`src/core/ctwf_pkg.sv`:
```
// shared constants, types and carriers of the wake and flag logic
package ctwf_pkg;
  // ==========================================================
  // timing, all at a 100 ns clock
  localparam int CLK_PERIOD_NS = 100;
  localparam int T_TXDOM_NS = 4000;    // least dominant period on txd
  localparam int TXDOM_CYC = (T_TXDOM_NS + CLK_PERIOD_NS - 1) / CLK_PERIOD_NS;
  localparam int T_BWPH_NS = 5000;     // least bus wake phase
  localparam int BWPH_CYC = (T_BWPH_NS + CLK_PERIOD_NS - 1) / CLK_PERIOD_NS;
  localparam int T_BWWIN_NS = 500000;  // longest bus wake pattern
  localparam int BWWIN_CYC = T_BWWIN_NS / CLK_PERIOD_NS;
  localparam int T_HOLD_NS = 50000;    // sleep command hold time
  localparam int HOLD_CYC = (T_HOLD_NS + CLK_PERIOD_NS - 1) / CLK_PERIOD_NS;
  localparam int T_WAKE_NS = 50000;    // wake pin filter time
  localparam int WAKE_CYC = (T_WAKE_NS + CLK_PERIOD_NS - 1) / CLK_PERIOD_NS;
  localparam int CNT_W = 16;           // width of every filter counter
  localparam logic [2:0] TX_EDGES = 3'h4;
  // ==========================================================
  // register map, byte addresses
  localparam logic [7:0] ADR_CTRL = 8'h00;
  localparam logic [7:0] ADR_STAT = 8'h04;
  localparam logic [7:0] ADR_IST = 8'h08;
  localparam logic [7:0] ADR_IMSK = 8'h0C;
  localparam logic [1:0] CTRL_RST = 2'h3;  // both wake sources on
  localparam int CTRL_BUSW = 0;
  localparam int CTRL_LOCW = 1;
  localparam int IRQ_W = 3;
  localparam int IRQ_WAKE = 0;
  localparam int IRQ_SLEEP = 1;
  localparam int IRQ_BFVAL = 2;
  localparam logic [IRQ_W-1:0] IMSK_RST = 3'h0;
  // ==========================================================
  // modes and states, gray along the usual path
  typedef enum logic [2:0] {
    M_NORMAL = 3'h0, M_LISTEN = 3'h1, M_STANDBY = 3'h3,
    M_GTS = 3'h2, M_SLEEP = 3'h6
  } ctwf_mode_t;
  typedef enum logic [1:0] {
    BW_IDLE = 2'h0, BW_DOM1 = 2'h1, BW_REC = 2'h3, BW_DOM2 = 2'h2
  } ctwf_bw_state_t;
  // ==========================================================
  // pin carrier: everything arriving from outside the clock
  typedef struct packed {
    logic standby_select_n;  // low selects standby or go-to-sleep
    logic enable_select;
    logic txd;               // low is dominant
    logic bus_dom;           // receiver sees dominant bus
    logic wake;              // local wake pin level
    logic logic_supply;      // logic supply present
    logic xcvr_supply;       // transceiver supply present
    logic bus_flt;           // bus failure detector
    logic local_flt;         // local failure detector
  } ctwf_pins_t;
  localparam ctwf_pins_t PINS_RST = '{1'b0, 1'b0, 1'b1, 1'b0, 1'b1,
                                      1'b1, 1'b1, 1'b0, 1'b0};
endpackage : ctwf_pkg

```
`src/core/ctwf_top.sv`:
```
// mode, flag selection and wakeup logic of a standalone can transceiver
// Operation
// - normal: fault shows bus failure after four edges
// - normal: wake source shown before fourth edge
// - listen from quiet modes shows power-on flag
// - listen from normal shows local failure flag
// - sleep after hold time or undervoltage
// - regulator output floats only in sleep
// - either wake pin edge is local wake
// - wakeup sets flag, shown on rxd and fault
// - bus wake: dominant, recessive, dominant within window
// - bias follows a persisting opposite wake level
// - wake pulse passes filter timer before release
// - sleep exits on standby rise with logic supply
// - wakeup beats a simultaneous go-to-sleep
//
// The Wishbone register port and the register addresses were chosen for this implementation.
`timescale 1ns/1ps
module ctwf_top #(
  parameter int WIN_CYC = ctwf_pkg::BWWIN_CYC,
  parameter int HOLD_C = ctwf_pkg::HOLD_CYC,
  parameter int WAKE_C = ctwf_pkg::WAKE_CYC
) (
  input wire logic clk,
  input wire logic resetn,
  input wire logic wb_cyc_i,
  input wire logic wb_stb_i,
  input wire logic wb_we_i,
  input wire logic [7:0] wb_adr_i,
  input wire logic [3:0] wb_sel_i,
  input wire logic [31:0] wb_dat_i,
  output logic [31:0] wb_dat_o,
  output logic wb_ack_o,
  input wire ctwf_pkg::ctwf_pins_t pins_i,
  output logic fault_flag_out_n,
  output logic rxd_out,
  output logic regulator_control_out,
  output logic regulator_control_oe,
  output logic wake_bias_high,
  output logic irq_o
);
  import ctwf_pkg::*;

  // ==========================================================
  // pin synchronisers
  ctwf_pins_t meta_reg;  // first stage, read by pins_s only
  ctwf_pins_t pins_s;    // safe copy for all logic
  // every pin crosses in from outside the clock
  always_ff @(posedge clk or negedge resetn) begin
    if (!resetn) begin
      meta_reg <= PINS_RST;
      pins_s <= PINS_RST;
    end else begin
      meta_reg <= pins_i;
      pins_s <= meta_reg;
    end
  end

  // ==========================================================
  // mode decode
  // pin pair to selected mode; sleep is never selected directly
  function automatic ctwf_mode_t pin_mode(input logic stb_n,
                                          input logic en);
    pin_mode = stb_n ? (en ? M_NORMAL : M_LISTEN)
                     : (en ? M_GTS : M_STANDBY);
  endfunction : pin_mode

  ctwf_mode_t mode_reg, mode_next;   // operating mode
  logic stb_prev_reg;                // last standby select level
  logic [1:0] ctrl_reg;              // wake source enables
  logic [IRQ_W-1:0] ist_reg;         // sticky events
  logic [IRQ_W-1:0] imsk_reg;        // event mask
  logic wake_flag_reg;               // wakeup flag
  logic power_on_flag_reg;                    // power_on_flag
  logic src_local_reg;               // wake source was local
  logic from_norm_reg;               // listen entered from normal
  logic [CNT_W-1:0] hold_reg;        // go-to-sleep hold counter
  logic [CNT_W-1:0] dom_reg;         // txd dominant length
  logic txd_prev_reg;
  logic [2:0] edge_reg;              // qualified txd edges
  logic fault_n_reg, fault_n_next;
  logic rxd_reg, rxd_next;
  logic inh_reg;
  logic ack_reg;
  logic [31:0] dat_reg;

  wire ctwf_mode_t sel_mode = pin_mode(pins_s.standby_select_n,
                                       pins_s.enable_select);
  wire supplies_ok = pins_s.logic_supply & pins_s.xcvr_supply;
  wire uv = !supplies_ok;
  wire stb_rise = pins_s.standby_select_n & !stb_prev_reg;
  // wake events are heard only in the quiet modes
  wire quiet = (mode_reg == M_SLEEP) | (mode_reg == M_STANDBY) |
               (mode_reg == M_GTS);

  // ==========================================================
  // wake sources
  logic bw_pulse;
  logic lw_pulse;
  ctwf_bus_wake #(
    .PH_CYC(BWPH_CYC),
    .WIN_CYC(WIN_CYC)
  ) u_bus_wake (
    .clk(clk),
    .resetn(resetn),
    .enable(quiet & ctrl_reg[CTRL_BUSW]),
    .bus_dom(pins_s.bus_dom),
    .wake_pulse(bw_pulse)
  );
  // the filter tracks bias in every mode so no stale edge is kept
  ctwf_wake_filter #(
    .CYC(WAKE_C)
  ) u_wake_filter (
    .clk(clk),
    .resetn(resetn),
    .level(pins_s.wake),
    .bias_high(wake_bias_high),
    .event_pulse(lw_pulse)
  );
  wire lw_ev = lw_pulse & ctrl_reg[CTRL_LOCW] & quiet;
  wire bw_ev = bw_pulse & quiet;
  wire wake_ev = lw_ev | bw_ev;

  // ==========================================================
  // sleep hold timer
  // counts only while go-to-sleep stands and no wakeup is pending
  wire hold_run = (mode_reg == M_GTS) & (sel_mode == M_GTS) &
                  !wake_flag_reg & !wake_ev;
  wire hold_done = (hold_reg == CNT_W'(HOLD_C));
  always_ff @(posedge clk or negedge resetn) begin
    if (!resetn) begin
      hold_reg <= '0;
    end else if (!hold_run) begin
      hold_reg <= '0;
    end else if (!hold_done) begin
      hold_reg <= hold_reg + 1'b1;
    end
  end

  // ==========================================================
  // mode state machine
  always_comb begin
    mode_next = mode_reg;
    case (mode_reg)
      M_SLEEP: begin
        if (stb_rise && pins_s.logic_supply) begin
          mode_next = sel_mode;
        end else if (wake_ev) begin
          mode_next = M_STANDBY;  // wakeup turns the regulator on
        end
      end
      M_GTS: begin
        // hold_run drops on a wakeup, so a late wake still beats sleep
        if (uv || (hold_done && hold_run)) begin
          mode_next = M_SLEEP;
        end else begin
          mode_next = sel_mode;
        end
      end
      M_NORMAL, M_LISTEN, M_STANDBY: begin
        mode_next = uv ? M_SLEEP : sel_mode;
      end
      default: begin
        mode_next = M_STANDBY;
      end
    endcase
  end
  wire enter_norm = (mode_next == M_NORMAL) & (mode_reg != M_NORMAL);
  wire leave_norm = (mode_next != M_NORMAL) & (mode_reg == M_NORMAL);
  wire enter_lst = (mode_next == M_LISTEN) & (mode_reg != M_LISTEN);
  wire enter_slp = (mode_next == M_SLEEP) & (mode_reg != M_SLEEP);

  always_ff @(posedge clk or negedge resetn) begin
    if (!resetn) begin
      mode_reg <= M_STANDBY;
      stb_prev_reg <= 1'b0;
    end else begin
      mode_reg <= mode_next;
      stb_prev_reg <= pins_s.standby_select_n;
    end
  end

  // ==========================================================
  // flags; a set in the same cycle as a clear wins
  always_ff @(posedge clk or negedge resetn) begin
    if (!resetn) begin
      wake_flag_reg <= 1'b1;  // set with the power-on flag
      power_on_flag_reg <= 1'b1;
      src_local_reg <= 1'b1;
      from_norm_reg <= 1'b0;
    end else begin
      if (wake_ev) begin
        wake_flag_reg <= 1'b1;
      end else if (enter_norm || uv) begin
        wake_flag_reg <= 1'b0;
      end
      if (enter_norm) begin
        power_on_flag_reg <= 1'b0;
      end
      if (lw_ev) begin
        src_local_reg <= 1'b1;
      end else if (bw_ev || leave_norm) begin
        src_local_reg <= 1'b0;  // cleared to remote; reset loads local
      end
      if (enter_lst) begin
        from_norm_reg <= (mode_reg == M_NORMAL);
      end
    end
  end

  // ==========================================================
  // txd activity qualifying the bus failure flag
  wire dom_ok = (dom_reg >= CNT_W'(TXDOM_CYC));
  wire tx_edge = pins_s.txd & !txd_prev_reg & dom_ok;  // dominant end
  wire bf_valid = (edge_reg == TX_EDGES);
  always_ff @(posedge clk or negedge resetn) begin
    if (!resetn) begin
      dom_reg <= '0;
      txd_prev_reg <= 1'b1;
      edge_reg <= '0;
    end else begin
      txd_prev_reg <= pins_s.txd;
      if (pins_s.txd) begin
        dom_reg <= '0;
      end else if (!dom_ok) begin
        dom_reg <= dom_reg + 1'b1;
      end
      // count restarts on every entry into normal mode
      if (mode_reg != M_NORMAL) begin
        edge_reg <= '0;
      end else if (tx_edge && !bf_valid) begin
        edge_reg <= edge_reg + 1'b1;
      end
    end
  end

  // ==========================================================
  // fault and rxd pin selection
  always_comb begin
    case (mode_reg)
      M_NORMAL: begin
        if (bf_valid) begin
          fault_n_next = !pins_s.bus_flt;
        end else begin
          fault_n_next = !src_local_reg;
        end
      end
      M_LISTEN: begin
        if (!supplies_ok) begin
          fault_n_next = 1'b1;
        end else if (from_norm_reg) begin
          fault_n_next = !pins_s.local_flt;
        end else begin
          fault_n_next = !power_on_flag_reg;
        end
      end
      default: begin
        fault_n_next = !(wake_flag_reg & pins_s.logic_supply);
      end
    endcase
    if (quiet) begin
      rxd_next = !(wake_flag_reg & pins_s.logic_supply);
    end else begin
      rxd_next = !pins_s.bus_dom;
    end
  end
  always_ff @(posedge clk or negedge resetn) begin
    if (!resetn) begin
      fault_n_reg <= 1'b1;
      rxd_reg <= 1'b1;
      inh_reg <= 1'b1;
    end else begin
      fault_n_reg <= fault_n_next;
      rxd_reg <= rxd_next;
      inh_reg <= (mode_reg != M_SLEEP);
    end
  end
  assign fault_flag_out_n = fault_n_reg;
  assign rxd_out = rxd_reg;
  // open drain to battery: drives high whenever enabled
  assign regulator_control_out = inh_reg;
  assign regulator_control_oe = inh_reg;

  // ==========================================================
  // wishbone slave, one wait state, unmapped reads give zero
  wire req = wb_cyc_i & wb_stb_i;
  wire wr = req & wb_we_i & ack_reg & wb_sel_i[0];  // write at ack edge
  wire hit_ctrl = (wb_adr_i == ADR_CTRL);
  wire hit_stat = (wb_adr_i == ADR_STAT);
  wire hit_ist = (wb_adr_i == ADR_IST);
  wire hit_imsk = (wb_adr_i == ADR_IMSK);
  wire [IRQ_W-1:0] ev_vec = {tx_edge & (edge_reg == 3'h3) &
                             (mode_reg == M_NORMAL), enter_slp, wake_ev};
  wire [31:0] stat_w = {20'h0, mode_reg, edge_reg, wake_flag_reg,
                        power_on_flag_reg, src_local_reg, from_norm_reg,
                        wake_bias_high, hold_done};
  wire [31:0] rdata = hit_ctrl ? {30'h0, ctrl_reg} :
                      hit_stat ? stat_w :
                      hit_ist ? {29'h0, ist_reg} :
                      hit_imsk ? {29'h0, imsk_reg} : 32'h0;
  // ack drops the cycle after it rose, so requests never merge
  always_ff @(posedge clk or negedge resetn) begin
    if (!resetn) begin
      ack_reg <= 1'b0;
      dat_reg <= 32'h0;
    end else begin
      ack_reg <= req & !ack_reg;
      dat_reg <= rdata;
    end
  end
  assign wb_ack_o = ack_reg;
  assign wb_dat_o = dat_reg;

  // ==========================================================
  // control and interrupt registers
  always_ff @(posedge clk or negedge resetn) begin
    if (!resetn) begin
      ctrl_reg <= CTRL_RST;
      imsk_reg <= IMSK_RST;
      ist_reg <= '0;
    end else begin
      if (wr && hit_ctrl) begin
        ctrl_reg <= wb_dat_i[1:0];
      end
      if (wr && hit_imsk) begin
        imsk_reg <= wb_dat_i[IRQ_W-1:0];
      end
      // new events win over a write-one clear in the same cycle
      if (wr && hit_ist) begin
        ist_reg <= (ist_reg & ~wb_dat_i[IRQ_W-1:0]) | ev_vec;
      end else begin
        ist_reg <= ist_reg | ev_vec;
      end
    end
  end
  assign irq_o = |(ist_reg & imsk_reg);
endmodule : ctwf_top

```
`src/core/ctwf_wake_filter.sv`:
```
// wake pin persistence filter with bias tracking
`timescale 1ns/1ps
module ctwf_wake_filter #(
  parameter int CYC = ctwf_pkg::WAKE_CYC
) (
  input wire logic clk,
  input wire logic resetn,
  input wire logic level,
  output logic bias_high,
  output logic event_pulse
);
  import ctwf_pkg::*;
  // ==========================================================
  // counter of cycles spent away from the bias
  logic [CNT_W-1:0] cnt_reg;
  logic bias_reg;
  logic ev_reg;
  wire away = (level != bias_reg);
  wire done = (cnt_reg == CNT_W'(CYC));  // held longer than the filter
  // either edge counts; a glitch shorter than the filter restarts it
  always_ff @(posedge clk or negedge resetn) begin
    if (!resetn) begin
      cnt_reg <= '0;
      bias_reg <= 1'b1;  // pulled up until the pin says otherwise
      ev_reg <= 1'b0;
    end else if (!away) begin
      cnt_reg <= '0;
      ev_reg <= 1'b0;
    end else if (done) begin
      cnt_reg <= '0;
      bias_reg <= level;
      ev_reg <= 1'b1;
    end else begin
      cnt_reg <= cnt_reg + 1'b1;
      ev_reg <= 1'b0;
    end
  end
  assign bias_high = bias_reg;
  assign event_pulse = ev_reg;
endmodule : ctwf_wake_filter

```
`src/core/ctwf_bus_wake.sv`:
```
// dominant-recessive-dominant bus wake pattern detector
`timescale 1ns/1ps
module ctwf_bus_wake #(
  parameter int PH_CYC = ctwf_pkg::BWPH_CYC,
  parameter int WIN_CYC = ctwf_pkg::BWWIN_CYC
) (
  input wire logic clk,
  input wire logic resetn,
  input wire logic enable,
  input wire logic bus_dom,
  output logic wake_pulse
);
  import ctwf_pkg::*;
  // ==========================================================
  // state and counters
  ctwf_bw_state_t st_reg, st_next;
  logic [CNT_W-1:0] ph_reg, ph_next;    // length of current phase
  logic [CNT_W-1:0] win_reg, win_next;  // age of the whole pattern
  logic pulse_reg, pulse_next;
  wire ph_done = (ph_reg >= CNT_W'(PH_CYC));
  wire win_over = (win_reg >= CNT_W'(WIN_CYC));
  // ==========================================================
  // next state; counters saturate so long idle never wraps
  always_comb begin
    st_next = st_reg;
    ph_next = ph_done ? ph_reg : ph_reg + 1'b1;
    win_next = win_over ? win_reg : win_reg + 1'b1;
    pulse_next = 1'b0;
    case (st_reg)
      BW_IDLE: begin
        if (bus_dom) begin
          st_next = BW_DOM1;
          ph_next = CNT_W'(1);
          win_next = CNT_W'(1);
        end
      end
      BW_DOM1: begin
        if (!bus_dom) begin
          st_next = ph_done ? BW_REC : BW_IDLE;
          ph_next = CNT_W'(1);
        end
      end
      BW_REC: begin
        if (bus_dom) begin
          // a short gap restarts the pattern at this dominant
          st_next = ph_done ? BW_DOM2 : BW_DOM1;
          ph_next = CNT_W'(1);
          if (!ph_done) begin
            win_next = CNT_W'(1);
          end
        end
      end
      BW_DOM2: begin
        if (!bus_dom) begin
          st_next = BW_IDLE;
        end else if (ph_done) begin
          st_next = BW_IDLE;
          pulse_next = 1'b1;
        end
      end
      default: begin
        st_next = BW_IDLE;
      end
    endcase
    // a pattern older than the window is dropped whole
    if (!enable || (win_over && st_reg != BW_IDLE)) begin
      st_next = BW_IDLE;
      pulse_next = 1'b0;
    end
  end
  // ==========================================================
  // registers
  always_ff @(posedge clk or negedge resetn) begin
    if (!resetn) begin
      st_reg <= BW_IDLE;
      ph_reg <= '0;
      win_reg <= '0;
      pulse_reg <= 1'b0;
    end else begin
      st_reg <= st_next;
      ph_reg <= ph_next;
      win_reg <= win_next;
      pulse_reg <= pulse_next;
    end
  end
  assign wake_pulse = pulse_reg;
endmodule : ctwf_bus_wake

```
`config.mk`:
```
export PLATFORM = sky130hd
export DESIGN_NAME = ctwf_top
export DESIGN_NICKNAME = d
export VERILOG_FILES = /design/src/core/ctwf_pkg.sv /design/src/core/ctwf_top.sv /design/src/core/ctwf_wake_filter.sv /design/src/core/ctwf_bus_wake.sv
export SDC_FILE = /design/constraint.sdc
export NUM_CORES = 1
export LEC_CHECK = 0
export BUFFER_PORTS_ARGS = -buffer_cell sky130_fd_sc_hd__buf_2
export CORE_MARGIN = 3
export CORE_UTILIZATION = 58
export DETAILED_ROUTE_END_ITERATION = 16
export PLACE_DENSITY = 0.81
export SYNTH_ARGS = -nofsm -noshare
export SYNTH_HDL_FRONTEND = slang
export SYNTH_HIERARCHICAL = 1
export SYNTH_SLANG_ARGS = --single-unit
```
`constraint.sdc`:
```
create_clock -name clk -period 3.4 [get_ports clk]
set_input_delay 0.51 -clock clk [delete_from_list [all_inputs] [get_ports clk]]
set_output_delay 0.51 -clock clk [all_outputs]
set_load 0.03 [all_outputs]
```
# Yosys cells after proc, flatten, opt, wreduce, memory -nomap -nowiden
# Index checks and enable logic that the tools add are counted.
[totals] regBits=139 latchBits=0 ramBits=0 mem_bits_ro=0 in_bits=58 out_inout_bits=39 word_cells=203 n_memories=0
[op_classes] add_sub_neg=6 mul=0 div_mod_pow=0 order_cmp=3 n_eq_ne=26 shifts=0 muxes=54 bitwise=31 reduce_logical=40
[op_table] operator="2-to-1 mux 16 bit" n=13
[op_table] operator="adder 16 x 1 -> 16 bit (second input constant)" n=5
[op_table] operator="case mux 16 bit (2 select lines)" n=2
[op_table] operator="== test 16 x 9 -> 1 bit (second input constant)" n=2
[op_table] operator=">= comparator 16 x 6 -> 1 bit (second input constant)" n=2
[op_table] operator="2-to-1 mux 3 bit" n=9
[op_table] operator="2-to-1 mux 12 bit" n=2
[op_table] operator="bitwise AND 1 bit" n=23
[op_table] operator="2-to-1 mux 2 bit" n=9
[op_table] operator="== test 8 x 4 -> 1 bit (second input constant)" n=2
[op_table] operator=">= comparator 16 x 13 -> 1 bit (second input constant)" n=1
[op_table] operator="2-to-1 mux 1 bit" n=16
[op_table] operator="zero test 1 bit" n=14
[op_table] operator="== test 3 x 2 -> 1 bit (second input constant)" n=3
[op_table] operator="== test 3 bit (second input constant)" n=3
[op_table] operator="!= test 3 x 2 -> 1 bit (second input constant)" n=3
[op_table] operator="case mux 3 bit (3 select lines)" n=1
[op_table] operator="== test 8 x 3 -> 1 bit (second input constant)" n=1
[op_table] operator="zero test 8 bit" n=1
[op_table] operator="case mux 2 bit (4 select lines)" n=1
[op_table] operator="nonzero test 2 bit" n=4
[op_table] operator="logical AND 1 bit" n=7
[op_table] operator="bitwise AND 3 bit" n=2
[op_table] operator="== test 2 bit (second input constant)" n=3
[op_table] operator="other kinds (20)" n=31

# Depth between registers and ports, before layout
[logic_depth] depth_word=16 mapped_depth=8

# Cells and area by module
# Netlist, hierarchy kept.
[modules_own_cells] mod="ctwf_top" n_inst=1 cells_per_inst=335 area_each_um2=3797.4
[modules_own_cells] mod="ctwf_bus_wake" n_inst=1 cells_per_inst=176 area_each_um2=1795.5
[modules_own_cells] mod="ctwf_wake_filter" n_inst=1 cells_per_inst=85 area_each_um2=899.6

# Least setup slack after synthesis
# OpenSTA, ideal clock, no wires.
[synth_timing] path_kind="input-to-reg" from="input port wb_adr_i[1]" to="register imsk_reg[0]" setup_time_ns=0.125 t_arrival_ns=1.689 path_slack_ns=1.586 path_stages=4 path_buffers=0 cell_sequence="nor4_1 and4_1 and3_1 mux2_2"
[synth_via] elab_chain_cells=2
[synth_lines] element="from (decl)" line="ctwf_top.sv:29" source="input wire logic [7:0] wb_adr_i,"
[synth_lines] element="== test 8 x 4 -> 1 bit" line="ctwf_top.sv:291" source="wire hit_imsk = (wb_adr_i == ADR_IMSK);"
[synth_lines] element="logical AND 1 bit" line="ctwf_top.sv:325" source="if (wr && hit_imsk) begin"
[synth_lines] element="to (signal assigned)" line="ctwf_top.sv:326" source="imsk_reg <= wb_dat_i[IRQ_W-1:0];"
[synth_lines] element="to (decl)" line="ctwf_top.sv:72" source="logic [IRQ_W-1:0] imsk_reg;"
# Every way passes these cells.
# A chain may end at the register's enable or synchronous reset.

# Final worst setup path
[layout_timing] from="register u_bus_wake.ph_reg[0]" to="register u_bus_wake.win_reg[10]"
[layout_via] elab_chain_cells=4
[layout_lines] element="from (decl)" line="ctwf_bus_wake.sv:17" source="logic [CNT_W-1:0] ph_reg, ph_next;"
[layout_lines] element="from (signal assigned)" line="ctwf_bus_wake.sv:81" source="ph_reg <= ph_next;"
[layout_lines] element=">= comparator 16 x 6 -> 1 bit" line="ctwf_bus_wake.sv:20" source="wire ph_done = (ph_reg >= CNT_W'(PH_CYC));"
[layout_lines] element="2-to-1 mux 16 bit" line="ctwf_bus_wake.sv:48" source="if (!ph_done) begin"
[layout_lines] element="2-to-1 mux 16 bit" line="ctwf_bus_wake.sv:44" source="if (bus_dom) begin"
[layout_lines] element="case mux 16 bit (2 select lines)" line="ctwf_bus_wake.sv:29" source="case (st_reg)"
[layout_lines] element="named net u_bus_wake.win_next[10]" line="ctwf_bus_wake.sv:18" source="logic [CNT_W-1:0] win_reg, win_next;"
[layout_lines] element="to (signal assigned)" line="ctwf_bus_wake.sv:82" source="win_reg <= win_next;"
[layout_lines] element="to (decl)" line="ctwf_bus_wake.sv:18"
# The timed path passes the listed nets, and every way through them passes these cells.

==> results.py <==
metrics = {
    "timing": {
        "skew_ps": 8.14,
        "fin_setup_tns_ps": 0,
        "hold_viol_final": 0,
        "worst_slew_pin_slew_ps": 780,
        "final-setup-viol-count": 0,
        "hold_ws_ps": 39.3,
        "slew_violations": 0,
        "timing.fmax_mhz": 467,
        "period_minus_slack_ps": 2140,
        "rsz0062_at_grt": "false",
        "min_period_over_period": 0.630,
        "relSlewSlack": 0.480,
    },
    "synth": {
        "synth_edf_count": 0,
        "yosys_warnings": 6,
        "syn-cell-area_um2": 6490,
        "synth_area_per_cell_um2": 10.9,
        "yosys_most_used_dff": "dfrtp_1",
        "netlist-cell-type-count": 72,
        "synthTopCellsByArea": "dfrtp_1 (46%), dfstp_2 (8.1%), xor2_1 (4.2%)",
        "yosysSeqAreaShare": 0.540,
        "ys_async_sr_fraction": 1.00,
        "synth_top_area_cell": "dfrtp_1",
        "yosys.area.top_type_share": 0.459,
        "synth-seq-cells": 139,
        "syn_inst": 596,
    },
    "die": {
        "die-area_um2": 12500,
        "io_pins": 97,
        "die_h_um": 112,
        "fp.coreArea_um2": 10900,
        "die_w_um": 112,
        "initial_core_util": 0.596,
        "rows": 38,
    },
    "clock_network": {
        "cts_max_level": 4,
        "clockBufferDepth": 2,
        "clock_latency_ps": 530,
        "numCtsBuffers": 17,
        "cts.clk_slew.worst_paths_ps": 60,
        "root_buffer": "clkbuf_8",
        "cts_tree": "done",
        "cts_sinks": 139,
        "post-cts-setup-buffers": 0,
        "post_cts_resized": 0,
        "ctsHoldBuffers": 0,
    },
    "cells_and_area": {
        "drive_above_1_share": 0.187,
        "final_common_cell": "dfrtp_1",
        "final_cell_mix": "dfrtp_1 (119), nor2_1 (72), buf_2 (43)",
        "diodes": 0,
        "num-nets-final": 720,
        "final_util": 0.676,
        "layoutNonFillerInstCount": 797,
        "area_delta_synth_final_pct": 13.4,
    },
    "drt": {
        "firstDrtPassIters": 7,
        "routed_wl_um": 11600,
        "avgViaCountPerCell": 5.52,
        "drt_iter0_drc": 311,
        "wl_per_cell_um": 14.5,
        "ant_nets": 0,
        "vias": 4401,
        "drc": 0,
    },
    "placement": {
        "dp_cells": 765,
        "io_buffers": 44,
        "post-dp-hpwl_um": 7900,
        "gp_congestion": 0.848,
    },
    "global_route": {
        "track_usage": 0.198,
        "grt_max_degree": 88,
        "grt.overflow.total": 0,
        "grt_pass1_vias": 4444,
        "antenna_found_initial": 0,
        "grt_pass1_wl_um": 20200,
    },
    "setup_path": {
        "worst_path_max_delay_cell": "a211oi_4",
        "crit_chain": "inv_1 -> ha_1 -> nor4_2 -> o2111ai_2 -> a211oi_4 -> o21ba_1",
        "cp_max_fo": 15,
        "worstSetupStartpointType": "flip-flop",
        "critical_path_arrival_ps": 2560,
        "cp-end-kind": "flip-flop",
        "slowest_delay_ps": 630,
        "crit_type": "reg2reg",
        "cp_num_buf_inv": 1,
        "critical-path-top-delay-family": "compound AO/OA/AOI/OAI gates",
        "crit_required_ps": 3820,
    },
    "status": {
        "status": "completed",
    },
    "power_and_ir_drop": {
        "peakVddDrop_v": 0.000480,
        "leakage_nw": 3.39,
        "comb_power_share": 0.091,
        "p_seq_frac": 0.445,
        "internal_power_w": 0.00308,
        "clkPwrFrac": 0.465,
        "power_w": 0.00407,
        "p_sw_w": 0.000989,
        "p_per_area_nw_per_um2": 553,
        "p_sw_frac": 0.243,
    },
    "run": {
        "drv_cap": 0,
    },
    "worst_hold_path": {
        "hp-class": "in2async",
    },
}
## metrics by stage
step,setup slack (ps),cell area [um^2]
3_3_place_gp,1340,6750
2_1_floorplan,1590,6560
3_5_place_dp,1310,6750
5_1_grt,1100,7360
6_report,1260,7360
4_1_cts,1260,7360
## path summary, 6_finish.rpt
path	start	end	slack, ps	cells past startpoint
setup / recovery	u_bus_wake/ph_reg[0]	u_bus_wake/win_reg[10]	1260	6
hold / removal	resetn	dom_reg[12]	40	1
setup reg to reg	u_bus_wake/ph_reg[0]	u_bus_wake/win_reg[10]	1260	6
hold reg to reg	meta_reg[5]	pins_s[5]	350	0
max in group asynchronous	resetn	meta_reg[4]	2540	2
min in group clk	pins_i[4]	meta_reg[4]	70	1
## power groups by stage
stage	Clock (W)	Combinational, W	Sequential, W
after global placement	0	0.000355	0.00183
after detailed placement	0	0.000361	0.00184
after floorplan	0	0.000285	0.00183
after global routing	0.00200	0.000409	0.00182
after CTS	0.00192	0.000368	0.00181
final	0.00189	0.000368	0.00181
## layout make-up
type | instances | area, um^2
fill | 789 | 3520
sequential | 139 | 3500
multi-input combinational | 418 | 2730
clock buffer | 21 | 449
timing repair buffer | 46 | 254
tap | 140 | 175
clock inverter | 11 | 168
inverter | 22 | 82.6
## cells by family (layout without fill, tap and decap cells)
kind of cell	Yosys count	after routing	share of synthesized area
AO/OA/AOI/OAI	72	72	0.0856
XOR/XNOR	37	37	0.0499
adder cells (fa/ha/maj)	18	18	0.0347
buffers and inverters	58	100	0.0507
flip-flops	139	139	0.540
multiplexers	13	13	0.0235
other	1	20	0.000578
AND/OR/NAND/NOR	258	258	0.215
## synthesized netlist by cell type (all sizes together), types with 20 or more instances
cell type	n
dfrtp	119
nor2	72
nand2	36
xor2	31
buf	30
nor2b	27
nand3	26
inv	22
dfstp	20
## per-layer routing
metal,part of all wire,global-route usage,vias up
met5,0,0,-
li1,-,-,2135
met3,0.039,0.0500,16
met2,0.50,0.322,93
met4,0.017,0.0892,0
met1,0.45,0.251,2157
Note: power is estimated with default switching activity, not from simulation.
